===== config.mk =====
export PLATFORM = sky130hd
export DESIGN_NAME = wdrc_top
export DESIGN_NICKNAME = d
export VERILOG_FILES = /design/src/pkg/wdrc_pkg.sv /design/src/rtl/wdrc_sync.sv /design/src/rtl/wdrc_toggle_sync.sv /design/src/rtl/wdrc_top.sv
export SDC_FILE = /design/constraint.sdc
export NUM_CORES = 1
export LEC_CHECK = 0
export BUFFER_PORTS_ARGS = -buffer_cell sky130_fd_sc_hd__buf_4
export CAP_MARGIN = 20
export CORE_MARGIN = 4
export CORE_UTILIZATION = 28
export CTS_CLUSTER_DIAMETER = 80
export CTS_CLUSTER_SIZE = 30
export DETAILED_ROUTE_END_ITERATION = 10
export PLACE_DENSITY = 0.53
export SLEW_MARGIN = 10
export SYNTH_ARGS = -nofsm -noshare
export SYNTH_HDL_FRONTEND = slang
export SYNTH_SLANG_ARGS = --single-unit

===== constraint.sdc =====
create_clock -name clk_i -period 3.4 [get_ports clk_i]
set_input_delay 0.17 -clock clk_i [delete_from_list [all_inputs] [get_ports clk_i]]
set_output_delay 0.17 -clock clk_i [all_outputs]
set_load 0.02 [all_outputs]

===== src/pkg/wdrc_pkg.sv =====
// Package: register map, fields, reset values and timing constants
package wdrc_pkg;
  // Word byte addresses on the bus
  localparam logic [4:0] ADDR_CAUSE = 5'h00;
  localparam logic [4:0] ADDR_SOFTWARE_RESET_REQUEST = 5'h04;
  localparam logic [4:0] ADDR_WCTRL = 5'h08;
  localparam logic [4:0] ADDR_WWIN = 5'h0c;
  localparam logic [4:0] ADDR_WSTAT = 5'h10;
  // Reset-cause bit positions
  localparam int POS_POR = 0;
  localparam int POS_EXT = 1;
  localparam int POS_BOR = 2;
  localparam int POS_WDG = 3;
  localparam int POS_DBG = 4;
  localparam int POS_SW = 5;
  // Control field positions
  localparam int POS_CE = 0;
  localparam int POS_EN = 1;
  localparam int POS_PER_LO = 2;
  localparam logic [7:0] SOFTWARE_RESET_REQUEST_RESET = 8'h00;
  localparam logic [3:0] PER_MAX_CODE = 4'ha;
  localparam int SYNC_STAGES = 2;
  // Reset pulse: 1 to 2 cycles of the 2 MHz oscillator (500 ns each)
  localparam int RST_PULSE_NS = 500;
  localparam int CLK_PERIOD_NS = 5;
  localparam int RST_PULSE_CYC = RST_PULSE_NS / CLK_PERIOD_NS;
  typedef enum logic [1:0] {
    WDRC_OFF = 2'b00,
    WDRC_CLOSED = 2'b01,
    WDRC_OPEN = 2'b10
  } wdrc_phase_t;
endpackage : wdrc_pkg


===== src/rtl/wdrc_sync.sv =====
// Two-flop synchroniser for one level
`timescale 1ns/1ps
`default_nettype none
module wdrc_sync (
  input wire logic clk_i,
  input wire logic rst_i,
  input wire logic d_i,
  output logic q_o
);
  logic meta_r;
  // First flop feeds only the second
  always_ff @(posedge clk_i) begin
    if (rst_i) begin
      meta_r <= 1'b0;
      q_o <= 1'b0;
    end else begin
      meta_r <= d_i;
      q_o <= meta_r;
    end
  end
endmodule : wdrc_sync
`default_nettype wire


===== src/rtl/wdrc_toggle_sync.sv =====
// Event crossing: toggle in, three flops, edge out
`timescale 1ns/1ps
`default_nettype none
module wdrc_toggle_sync (
  input wire logic clk_i,
  input wire logic rst_i,
  input wire logic tgl_i,
  output logic pulse_o
);
  logic s1_r;
  logic s2_r;
  logic s3_r;
  // Edge detect reads only the second and third flops
  always_ff @(posedge clk_i) begin
    if (rst_i) begin
      s1_r <= 1'b0;
      s2_r <= 1'b0;
      s3_r <= 1'b0;
      pulse_o <= 1'b0;
    end else begin
      s1_r <= tgl_i;
      s2_r <= s1_r;
      s3_r <= s2_r;
      pulse_o <= s2_r ^ s3_r;
    end
  end
endmodule : wdrc_toggle_sync
`default_nettype wire


===== src/rtl/wdrc_top.sv =====
// Watchdog with window mode, reset-cause flags and software reset
//
// Chosen here: the Wishbone interface to the registers.
`timescale 1ns/1ps
`default_nettype none
// Contract
// - Reset events set cause flags; write one clears
// - Power-on flag set on POR; W1C only
// - Software reset bit resets system, self-clears, protected
// - Debug-port reset only from external programmer
// - Enabled watchdog resets system on missed clear
// - Normal mode clear restarts period; eleven periods
// - Clear in closed window resets immediately
// - Open period follows closed; total is sum
// - Watchdog runs in sleep, independent clock
// - Counter advances on 1 kHz tick
// - Update needs protected write plus change-enable
// - Lock fuse blocks control register writes
// - Watchdog resumes configured after system reset
// - Locked: closed period fixed, window enable writable
// - Default periods come from fuses
// - Control layout period 5:2, enable 1, change 0
// - Codes 0-10 give 8..8K ticks; others none
// - Window register mirrors layout with closed period
// - Busy flag while writes cross to tick domain
// - Reset pulse lasts one to two 2 MHz cycles
module wdrc_top #(
  parameter int CNT_W = 14
) (
  input wire logic clk_i,
  input wire logic rst_i,
  input wire logic [4:0] wb_adr_i,
  input wire logic [31:0] wb_dat_i,
  output logic [31:0] wb_dat_o,
  input wire logic wb_we_i,
  input wire logic [3:0] wb_sel_i,
  input wire logic wb_cyc_i,
  input wire logic wb_stb_i,
  output logic wb_ack_o,
  input wire logic por_event_i,
  input wire logic ext_reset_event_i,
  input wire logic brownout_event_i,
  input wire logic debug_port_reset_event_i,
  input wire logic protect_open_i,
  input wire logic lock_fuse_i,
  input wire logic [3:0] fuse_period_i,
  input wire logic fuse_enable_i,
  input wire logic [3:0] fuse_closed_period_i,
  input wire logic fuse_window_enable_i,
  input wire logic tick_i,
  input wire logic watchdog_clear_instruction_i,
  output logic system_reset_o,
  output logic watchdog_reset_o,
  output logic soft_reset_o
);
  // ------------------------------------------------------------
  // Bus slave
  // ------------------------------------------------------------
  logic [5:0] cause_r;
  logic software_reset_request_r;
  logic [3:0] timeout_period_select_r;
  logic enable_r;
  logic [3:0] closed_window_period_select_r;
  logic window_enable_r;
  logic sync_in_progress_flag_r;
  logic fuse_loaded_r;
  logic req;
  logic wr;
  logic wr_lane0;
  logic [7:0] wbyte;
  logic [7:0] rbyte;
  logic cfg_tgl_r;
  logic cfg_ack;
  logic clr_tgl_r;
  logic tick_s;
  logic tick_d_r;
  logic tick_rise;
  logic clr_pulse;
  logic [1:0] ack_tgl_r;
  logic ack_seen;
  logic wd_fire_r;
  logic [7:0] rst_cnt_r;
  logic [7:0] rst_cnt_nxt;
  logic [CNT_W-1:0] cnt_r;
  wdrc_pkg::wdrc_phase_t phase_r;
  logic [3:0] sh_per_r;
  logic [3:0] sh_closed_window_period_select_r;
  logic sh_en_r;
  logic sh_wen_r;

  assign req = wb_cyc_i && wb_stb_i && !wb_ack_o;
  assign wr = req && wb_we_i;
  assign wr_lane0 = wr && wb_sel_i[0];
  assign wbyte = wb_dat_i[7:0];

  // Timeout ticks for a period code, zero means no timeout
  function automatic logic [CNT_W-1:0] period_ticks(input logic [3:0] code);
    if (code <= wdrc_pkg::PER_MAX_CODE) begin
      period_ticks = CNT_W'(14'h0008 << code);
    end else begin
      period_ticks = '0;
    end
  endfunction : period_ticks

  // Read mux over byte-wide registers
  always_comb begin
    case (wb_adr_i)
      wdrc_pkg::ADDR_CAUSE: rbyte = {2'b00, cause_r};
      wdrc_pkg::ADDR_SOFTWARE_RESET_REQUEST: rbyte = {7'h00, software_reset_request_r};
      wdrc_pkg::ADDR_WCTRL: rbyte = {2'b00, timeout_period_select_r,
                                     enable_r, 1'b0};
      wdrc_pkg::ADDR_WWIN: rbyte = {2'b00, closed_window_period_select_r,
                                    window_enable_r, 1'b0};
      wdrc_pkg::ADDR_WSTAT: rbyte = {7'h00, sync_in_progress_flag_r};
      default: rbyte = 8'h00;
    endcase
  end

  // One-cycle ack, data registered with it; unmapped reads zero
  always_ff @(posedge clk_i) begin
    if (rst_i) begin
      wb_ack_o <= 1'b0;
      wb_dat_o <= 32'h0000_0000;
    end else begin
      wb_ack_o <= req;
      wb_dat_o <= req ? {24'h00_0000, rbyte} : 32'h0000_0000;
    end
  end

  // ------------------------------------------------------------
  // Reset-cause flags
  // ------------------------------------------------------------
  // Sets win over write-one clears; debug flag only from its pin
  always_ff @(posedge clk_i) begin
    if (rst_i) begin
      cause_r <= 6'h00;
    end else begin
      for (int i = 0; i < 6; i++) begin
        if (wr_lane0 && wb_adr_i == wdrc_pkg::ADDR_CAUSE && wbyte[i]) begin
          cause_r[i] <= 1'b0;
        end
      end
      if (por_event_i) begin
        cause_r <= 6'h01;
      end else begin
        if (ext_reset_event_i) cause_r[wdrc_pkg::POS_EXT] <= 1'b1;
        if (brownout_event_i) cause_r[wdrc_pkg::POS_BOR] <= 1'b1;
        if (debug_port_reset_event_i) begin
          cause_r[wdrc_pkg::POS_DBG] <= 1'b1;
        end
        if (wd_fire_r) cause_r[wdrc_pkg::POS_WDG] <= 1'b1;
        if (software_reset_request_r) begin
          cause_r[wdrc_pkg::POS_SW] <= 1'b1;
        end
      end
    end
  end

  // ------------------------------------------------------------
  // Software reset request
  // ------------------------------------------------------------
  // Protected write sets it; cleared as the reset issues
  always_ff @(posedge clk_i) begin
    if (rst_i) begin
      software_reset_request_r <= wdrc_pkg::SOFTWARE_RESET_REQUEST_RESET[0];
    end else if (software_reset_request_r) begin
      software_reset_request_r <= 1'b0;
    end else if (wr_lane0 && wb_adr_i == wdrc_pkg::ADDR_SOFTWARE_RESET_REQUEST &&
                 protect_open_i) begin
      software_reset_request_r <= wbyte[0];
    end
  end

  // ------------------------------------------------------------
  // Control registers, bus side
  // ------------------------------------------------------------
  // Fuse values load after release and again on each POR; configured state survives
  always_ff @(posedge clk_i) begin
    if (rst_i) begin
      fuse_loaded_r <= 1'b0;
      timeout_period_select_r <= 4'h0;
      enable_r <= 1'b0;
      closed_window_period_select_r <= 4'h0;
      window_enable_r <= 1'b0;
      cfg_tgl_r <= 1'b0;
    end else if (!fuse_loaded_r || por_event_i) begin
      fuse_loaded_r <= 1'b1;
      timeout_period_select_r <= fuse_period_i;
      enable_r <= fuse_enable_i;
      closed_window_period_select_r <= fuse_closed_period_i;
      window_enable_r <= fuse_window_enable_i;
      cfg_tgl_r <= ~cfg_tgl_r;
    end else if (wr_lane0 && protect_open_i) begin
      if (wb_adr_i == wdrc_pkg::ADDR_WCTRL && wbyte[wdrc_pkg::POS_CE] &&
          !lock_fuse_i) begin
        timeout_period_select_r <= wbyte[5:2];
        enable_r <= wbyte[wdrc_pkg::POS_EN];
        cfg_tgl_r <= ~cfg_tgl_r;
      end else if (wb_adr_i == wdrc_pkg::ADDR_WWIN &&
                   wbyte[wdrc_pkg::POS_CE]) begin
        if (!lock_fuse_i) begin
          closed_window_period_select_r <= wbyte[5:2];
        end
        window_enable_r <= wbyte[wdrc_pkg::POS_EN];
        cfg_tgl_r <= ~cfg_tgl_r;
      end
    end
  end

  // Busy while a change is crossing, only with watchdog enabled
  always_ff @(posedge clk_i) begin
    if (rst_i) begin
      sync_in_progress_flag_r <= 1'b0;
      ack_tgl_r <= 2'b00;
    end else begin
      ack_tgl_r <= {ack_tgl_r[0], cfg_ack};
      if (wr_lane0 && protect_open_i && enable_r &&
          (wb_adr_i == wdrc_pkg::ADDR_WCTRL ||
           wb_adr_i == wdrc_pkg::ADDR_WWIN)) begin
        sync_in_progress_flag_r <= 1'b1;
      end else if (ack_seen || !enable_r) begin
        sync_in_progress_flag_r <= 1'b0;
      end
    end
  end
  assign ack_seen = ack_tgl_r[1] == cfg_tgl_r;

  // Clear instruction as a toggle toward the tick domain
  always_ff @(posedge clk_i) begin
    if (rst_i) begin
      clr_tgl_r <= 1'b0;
    end else if (watchdog_clear_instruction_i) begin
      clr_tgl_r <= ~clr_tgl_r;
    end
  end

  // ------------------------------------------------------------
  // Tick domain: 1 kHz tick sampled, counter and windows
  // ------------------------------------------------------------
  wdrc_sync u_tick (
    .clk_i(clk_i),
    .rst_i(rst_i),
    .d_i(tick_i),
    .q_o(tick_s)
  );

  wdrc_toggle_sync u_clr (
    .clk_i(clk_i),
    .rst_i(rst_i),
    .tgl_i(clr_tgl_r),
    .pulse_o(clr_pulse)
  );

  assign tick_rise = tick_s && !tick_d_r;

  // Shadow copies taken once the change has crossed
  always_ff @(posedge clk_i) begin
    if (rst_i) begin
      tick_d_r <= 1'b0;
      sh_per_r <= 4'h0;
      sh_closed_window_period_select_r <= 4'h0;
      sh_en_r <= 1'b0;
      sh_wen_r <= 1'b0;
      cfg_ack <= 1'b0;
    end else begin
      tick_d_r <= tick_s;
      if (cfg_ack != cfg_tgl_r) begin
        sh_per_r <= timeout_period_select_r;
        sh_closed_window_period_select_r <= closed_window_period_select_r;
        sh_en_r <= enable_r;
        sh_wen_r <= window_enable_r;
        cfg_ack <= cfg_tgl_r;
      end
    end
  end

  // Counts ticks per phase; clears and expiry decide the outcome
  always_ff @(posedge clk_i) begin
    if (rst_i) begin
      phase_r <= wdrc_pkg::WDRC_OFF;
      cnt_r <= '0;
      wd_fire_r <= 1'b0;
    end else begin
      wd_fire_r <= 1'b0;
      case (phase_r)
        wdrc_pkg::WDRC_OFF: begin
          cnt_r <= '0;
          if (sh_en_r) begin
            phase_r <= sh_wen_r ? wdrc_pkg::WDRC_CLOSED : wdrc_pkg::WDRC_OPEN;
          end
        end
        wdrc_pkg::WDRC_CLOSED: begin
          if (!sh_en_r) begin
            phase_r <= wdrc_pkg::WDRC_OFF;
          end else if (clr_pulse) begin
            wd_fire_r <= 1'b1;
            phase_r <= wdrc_pkg::WDRC_OFF;
          end else if (tick_rise) begin
            if (period_ticks(sh_closed_window_period_select_r) != '0 &&
                cnt_r + 1'b1 >= period_ticks(sh_closed_window_period_select_r)) begin
              cnt_r <= '0;
              phase_r <= wdrc_pkg::WDRC_OPEN;
            end else begin
              cnt_r <= cnt_r + 1'b1;
            end
          end
        end
        wdrc_pkg::WDRC_OPEN: begin
          if (!sh_en_r) begin
            phase_r <= wdrc_pkg::WDRC_OFF;
          end else if (clr_pulse) begin
            cnt_r <= '0;
            phase_r <= sh_wen_r ? wdrc_pkg::WDRC_CLOSED : wdrc_pkg::WDRC_OPEN;
          end else if (tick_rise) begin
            if (period_ticks(sh_per_r) != '0 &&
                cnt_r + 1'b1 >= period_ticks(sh_per_r)) begin
              wd_fire_r <= 1'b1;
              phase_r <= wdrc_pkg::WDRC_OFF;
            end else begin
              cnt_r <= cnt_r + 1'b1;
            end
          end
        end
        default: phase_r <= wdrc_pkg::WDRC_OFF;
      endcase
    end
  end

  // ------------------------------------------------------------
  // Reset outputs
  // ------------------------------------------------------------
  // Stretch the watchdog reset over one 2 MHz cycle
  always_comb begin
    rst_cnt_nxt = rst_cnt_r;
    if (wd_fire_r) begin
      rst_cnt_nxt = 8'(wdrc_pkg::RST_PULSE_CYC);
    end else if (rst_cnt_r != 8'h00) begin
      rst_cnt_nxt = rst_cnt_r - 8'h01;
    end
  end

  always_ff @(posedge clk_i) begin
    if (rst_i) begin
      rst_cnt_r <= 8'h00;
      watchdog_reset_o <= 1'b0;
      soft_reset_o <= 1'b0;
      system_reset_o <= 1'b0;
    end else begin
      rst_cnt_r <= rst_cnt_nxt;
      watchdog_reset_o <= rst_cnt_nxt != 8'h00;
      soft_reset_o <= software_reset_request_r;
      system_reset_o <= (rst_cnt_nxt != 8'h00) || software_reset_request_r;
    end
  end
endmodule : wdrc_top
`default_nettype wire


# Word level (Yosys, flattened, before mapping)
# Cells that the tools add are included.
# word_totals
regBits	102
inputBits	64
out_inout_bits	36
wordCells	205
# classes
addsub	2
order_cmp	4
eq_ne	21
shift	2
n_mux	75
bitwise_logic	5
reduce_logical	58
# ops
cell	count
$mux 14	20
$pmux 14 s3	1
$mux 4	8
$mux 1	31
$pmux 6 s5	1
$ge 14x14->1	2
$reduce_bool 14->1	2
$shl 4x4->14 const A	2
$logic_and 1x1->1	22
$mux 2	10
$reduce_bool 2->1	10
$mux 8	2
$ne 4x3->1 const B	4
$reduce_bool 8->1	2
$add 14x1->14 const B	1
$ne 2x2->1 const B	6
$eq 5x4->1 const B	2
$le 4x4->1 const B	2
$sub 8x1->8 const B	1
$reduce_and 7->1	1
$ne 3x2->1 const B	2
$pmux 2 s3	1
$reduce_bool 3->1	2
$eq 5x3->1 const B	1
other kinds (19)	31

# Longest topological paths before layout
# logic_depth
ltp_word	14
ltp_mapped	15
depth_no_buf	13

# Cells and area by module
# From an unflattened synthesis, not the netlist that was laid out.
# hier_totals
cells_unflattened	533
area_unflattened_um2	4391.7
# by_module_without_submodules
mod	n_inst	cells_per_inst	area_per_inst_um2	seq_area_each_um2
wdrc_top	1	520	4227.8	1401.3
wdrc_toggle_sync	1	9	111.4	80.1
wdrc_sync	1	4	52.6	40.0

# Worst setup path after synthesis
# OpenSTA, ideal clock, no wires.
# synth_timing
path_kind	flip-flop to flip-flop
start	register cnt_r[0]
end	register cnt_r[12]
setup_time_ns	0.116
t_arrival_ns	3.049
t_required_ns	3.284
path_slack_ns	0.235
stages_incl_launch_ff	16
n_path_buf	2
synth_period_minus_slack_ns	3.165
cell_sequence	dfxtp_1 > ha_1 > nand3_1 > or2_1 > clkbuf_1 > nor2_1 > nand3_1 > xnor2_1 > ha_1 > o21ai_0 > nor2_1 > a2111oi_2 > a2bb2oi_2 > buf_4 > nor3b_1 > a41o_1
# synth_between
elab_chain_len	8
elab_cells_between_ends	16
classes_between	add/sub (1); order compare (2); eq/ne (1); mux (9); reduce/logical (3)
# synth_rtl
element	line_no	text
start: declaration	wdrc_top.sv:84	logic [CNT_W-1:0] cnt_r;
start signal: assignment	wdrc_top.sv:304	cnt_r <= cnt_r + 1'b1;
start signal: assignment	wdrc_top.sv:320	cnt_r <= cnt_r + 1'b1;
$add 14x1->14 (*)	n/a	
$ge 14x14->1	wdrc_top.sv:300	cnt_r + 1'b1 >= period_ticks(sh_closed_window_period_select_r)) begin
$logic_and 1x1->1	wdrc_top.sv:299	if (period_ticks(sh_closed_window_period_select_r) != '0 &&
$mux 14	wdrc_top.sv:299	
$mux 14	wdrc_top.sv:298	end else if (tick_rise) begin
$mux 14	wdrc_top.sv:295	end else if (clr_pulse) begin
$mux 14	wdrc_top.sv:293	if (!sh_en_r) begin
$pmux 14 s3	wdrc_top.sv:285	case (phase_r)
# Every way passes the cells marked *; elsewhere a longest branch is shown, timed or not. The select of a mux whose other input is x is not followed.
# A chain may end at the register's enable or synchronous reset.

# Worst setup path after layout
# layout_timing
start	register cnt_r[0]
end	register cnt_r[2]
# The elaborated chain is that of the path after synthesis.

==> run summary <==
status -> complete, no violations
Final nets -> 692
core area -> 15300 um^2
Seq/Total Area, Yosys -> 0.345
largest family of logic cells by synthesized area -> simple AND/OR/NAND/NOR gates
Die Y-Extent -> 134 um
1st-iter DRT viols -> 165
total power -> 2.99 mW
Die ar. -> 17800 um^2
CP arrival -> 3410 ps
later-pin clock latency in the skew report -> 350 ps
Worst EP required -> 3650 ps
fin crit share -> 0.930
post-route insts no fill -> 814
Syn. warnings -> 0
port buffer count -> 44
Compound-Gate Fraction of Synth Area -> 0.170
Slew headroom -> 0.476
CTS buffer count -> 9
Synth Area in Simple Gates -> 0.253
H-tree levels -> 3
I/O pins -> 100
CTS tree -> built
Mapped Area -> 4420 um^2
DRT antenna net count -> 0
First-pass DRT Iterations -> 4
cell breakdown of the critical path -> ha_1 > nand3_1 > or2_4 > nor2_2 > nand3_1 > xnor2_2 > buf_4 > ha_1 > nand2_1 > o21ai_0 > a31o_2 > a211oi_4 > buf_4 > nand2_2 > o41ai_2
Root Buffer Master -> clkbuf_16
Seq cells post-synth -> 76
Pleak -> 2.17 nW
P&R area growth vs syn -> 21.5%
post-DR vias/cell -> 4.77
Avg Cell Area, Syn -> 8.15 um^2
design area -> 5370 um^2
asr flop ratio synth -> 0
overall routed net length -> 10.7 mm
DRC viols -> 0
vias in the first global route -> 3685
Worst VDD drop -> 0.000346 V
clk sinks -> 76
RePlAce Congestion -> 0.858
Startpoint Class -> flop
gr ovfl total -> 0
worst slew pin tran -> 780 ps
Most used DFF post-synth -> dfxtp_1
CTS clk-pin slew, worst paths -> 60 ps
Syn Inst Count -> 542
worst hold path type -> input pin to flop
DR WL/cell -> 13.1 um
Worst path slowest cell -> dfxtp_2
initial antenna violation count -> 0
worst-path maximum fanout -> 7
DR vias -> 3886
RSZ-0062 raised after global routing -> no
Rows -> 45
Netlist cell types -> 57
DP Area -> 4980 um^2
final hold violation count -> 0
max incr delay on CP -> 380 ps
Total GRT Usage -> 0.120
clock skew -> 6.08 ps
mux cell area share after synthesis -> 0.0272
Adder-Cell Fraction of Synth Area -> 0.0850
Crit path max-delay family -> simple AND/OR/NAND/NOR gates
first-pass GRT wire length -> 17.6 mm
Initial Util -> 0.288
Post-Synth XOR/XNOR Area -> 0.0436
Util after Layout -> 0.350
Min Hold Slack -> 45.0 ps
Pins Over Slew Limit -> 0
chip width -> 134 um
critical path class -> flop to flop
clock buffer depth -> 2
Tmin final -> 3160 ps
count of final setup violators -> 0
reported max-cap violation count -> 0
pwr dens -> 557 nW/um^2
proportion of layout cells with a drive suffix above 1 -> 0.169
hpwl dp -> 7.98 mm
antenna cells -> 0
f_max -> 0.316 GHz
placed insts -> 797
largest net degree at the start of global routing -> 69
EDFF count, synth -> 0
WP buf/inv -> 2
CP endpoint kind -> flop
[state kept, by name, summed over array words and instances (netlist names), 2 cells and up]
name                              count
sh_per_r                              4
closed_window_period_select_r         4
wb_dat_o                              6
ack_tgl_r                             2
phase_r                               2
sh_closed_window_period_select_r      4
rst_cnt_r                             8
cause_r                               6
cnt_r                                14
timeout_period_select_r               4
[stage by stage]
step           TNS, ps  worst slack [ps]
2_1_floorplan        0               235
3_3_place_gp         0              99.0
3_5_place_dp     -99.4             -52.6
4_1_cts              0              10.5
5_1_grt              0              3.23
6_report             0               238
[final cells by class]
| cell class | count | area (um^2) |
|---|---|---|
| Clock buffer | 10 | 239 |
| Clock inverter | 6 | 71.3 |
| Sequential cell | 76 | 1520 |
| Inverter | 14 | 52.6 |
| Tap cell | 211 | 264 |
| Timing Repair Buffer | 66 | 503 |
| Multi-Input combinational cell | 431 | 2710 |
| Fill cell | 1628 | 9950 |
[layout by cell type (no fill, tap or decap), types with 12 or more instances in the layout]
master,instances
a21oi_1,50
nor2b_1,22
ha_1,30
inv_1,14
nand2_1,76
dfxtp_1,74
nand3_1,26
o21ai_0,13
xnor2_1,12
buf_4,64
nor2_1,46
mux2i_1,12
conb_1,26
[power breakdown]
part / switching (mW) / internal [mW]
sequential: 0.0833 / 0.973
combinational: 0.518 / 0.419
clock: 0.402 / 0.593
[logic make-up after synthesis]
logic type	count (synthesis)
mux	12
buf+inv	60
compound gates	113
other cells	1
simple gates	228
xor+xnor	22
flops	76
fa+ha+maj	30
[worst paths after layout]
kind | start | slack (ps) | to | depth (start not counted)
worst max register to register | cnt_r[0] | 240 | cnt_r[2] | 15
worst min register to register | u_clr.s1_r | 430 | u_clr.s2_r | 1
worst min-delay path | tick_i | 50 | u_tick.meta_r | 2
worst max-delay path | cnt_r[0] | 240 | cnt_r[2] | 15
[layer usage]
layer  track usage  vias up  share of wire
li1              -     1963              -
met1         0.152     1832           0.46
met2         0.199       75           0.48
met3        0.0219       16          0.036
met4        0.0520        0          0.020
met5             0        -              0
[Yosys cell counts, types with 12 or more instances]
master	count	area share
o21ai_0	13	0.015
dfxtp_1	76	0.34
nand3_1	26	0.029
nand2_1	77	0.065
nor2b_1	22	0.031
a21oi_1	50	0.057
ha_1	30	0.085
mux2i_1	12	0.027
clkbuf_1	16	0.014
xnor2_1	14	0.028
buf_4	28	0.048
inv_1	14	0.012
nor2_1	48	0.041
[what timing repair did]
action / in CTS / in global routing
pin swaps: 1 / 3
hold buffers: 0 / 0
setup buffers: 0 / 1
gates resized for setup: 3 / 11
endpoints found under the setup margin: 6 / 17
(Power assumes the default switching activity.)
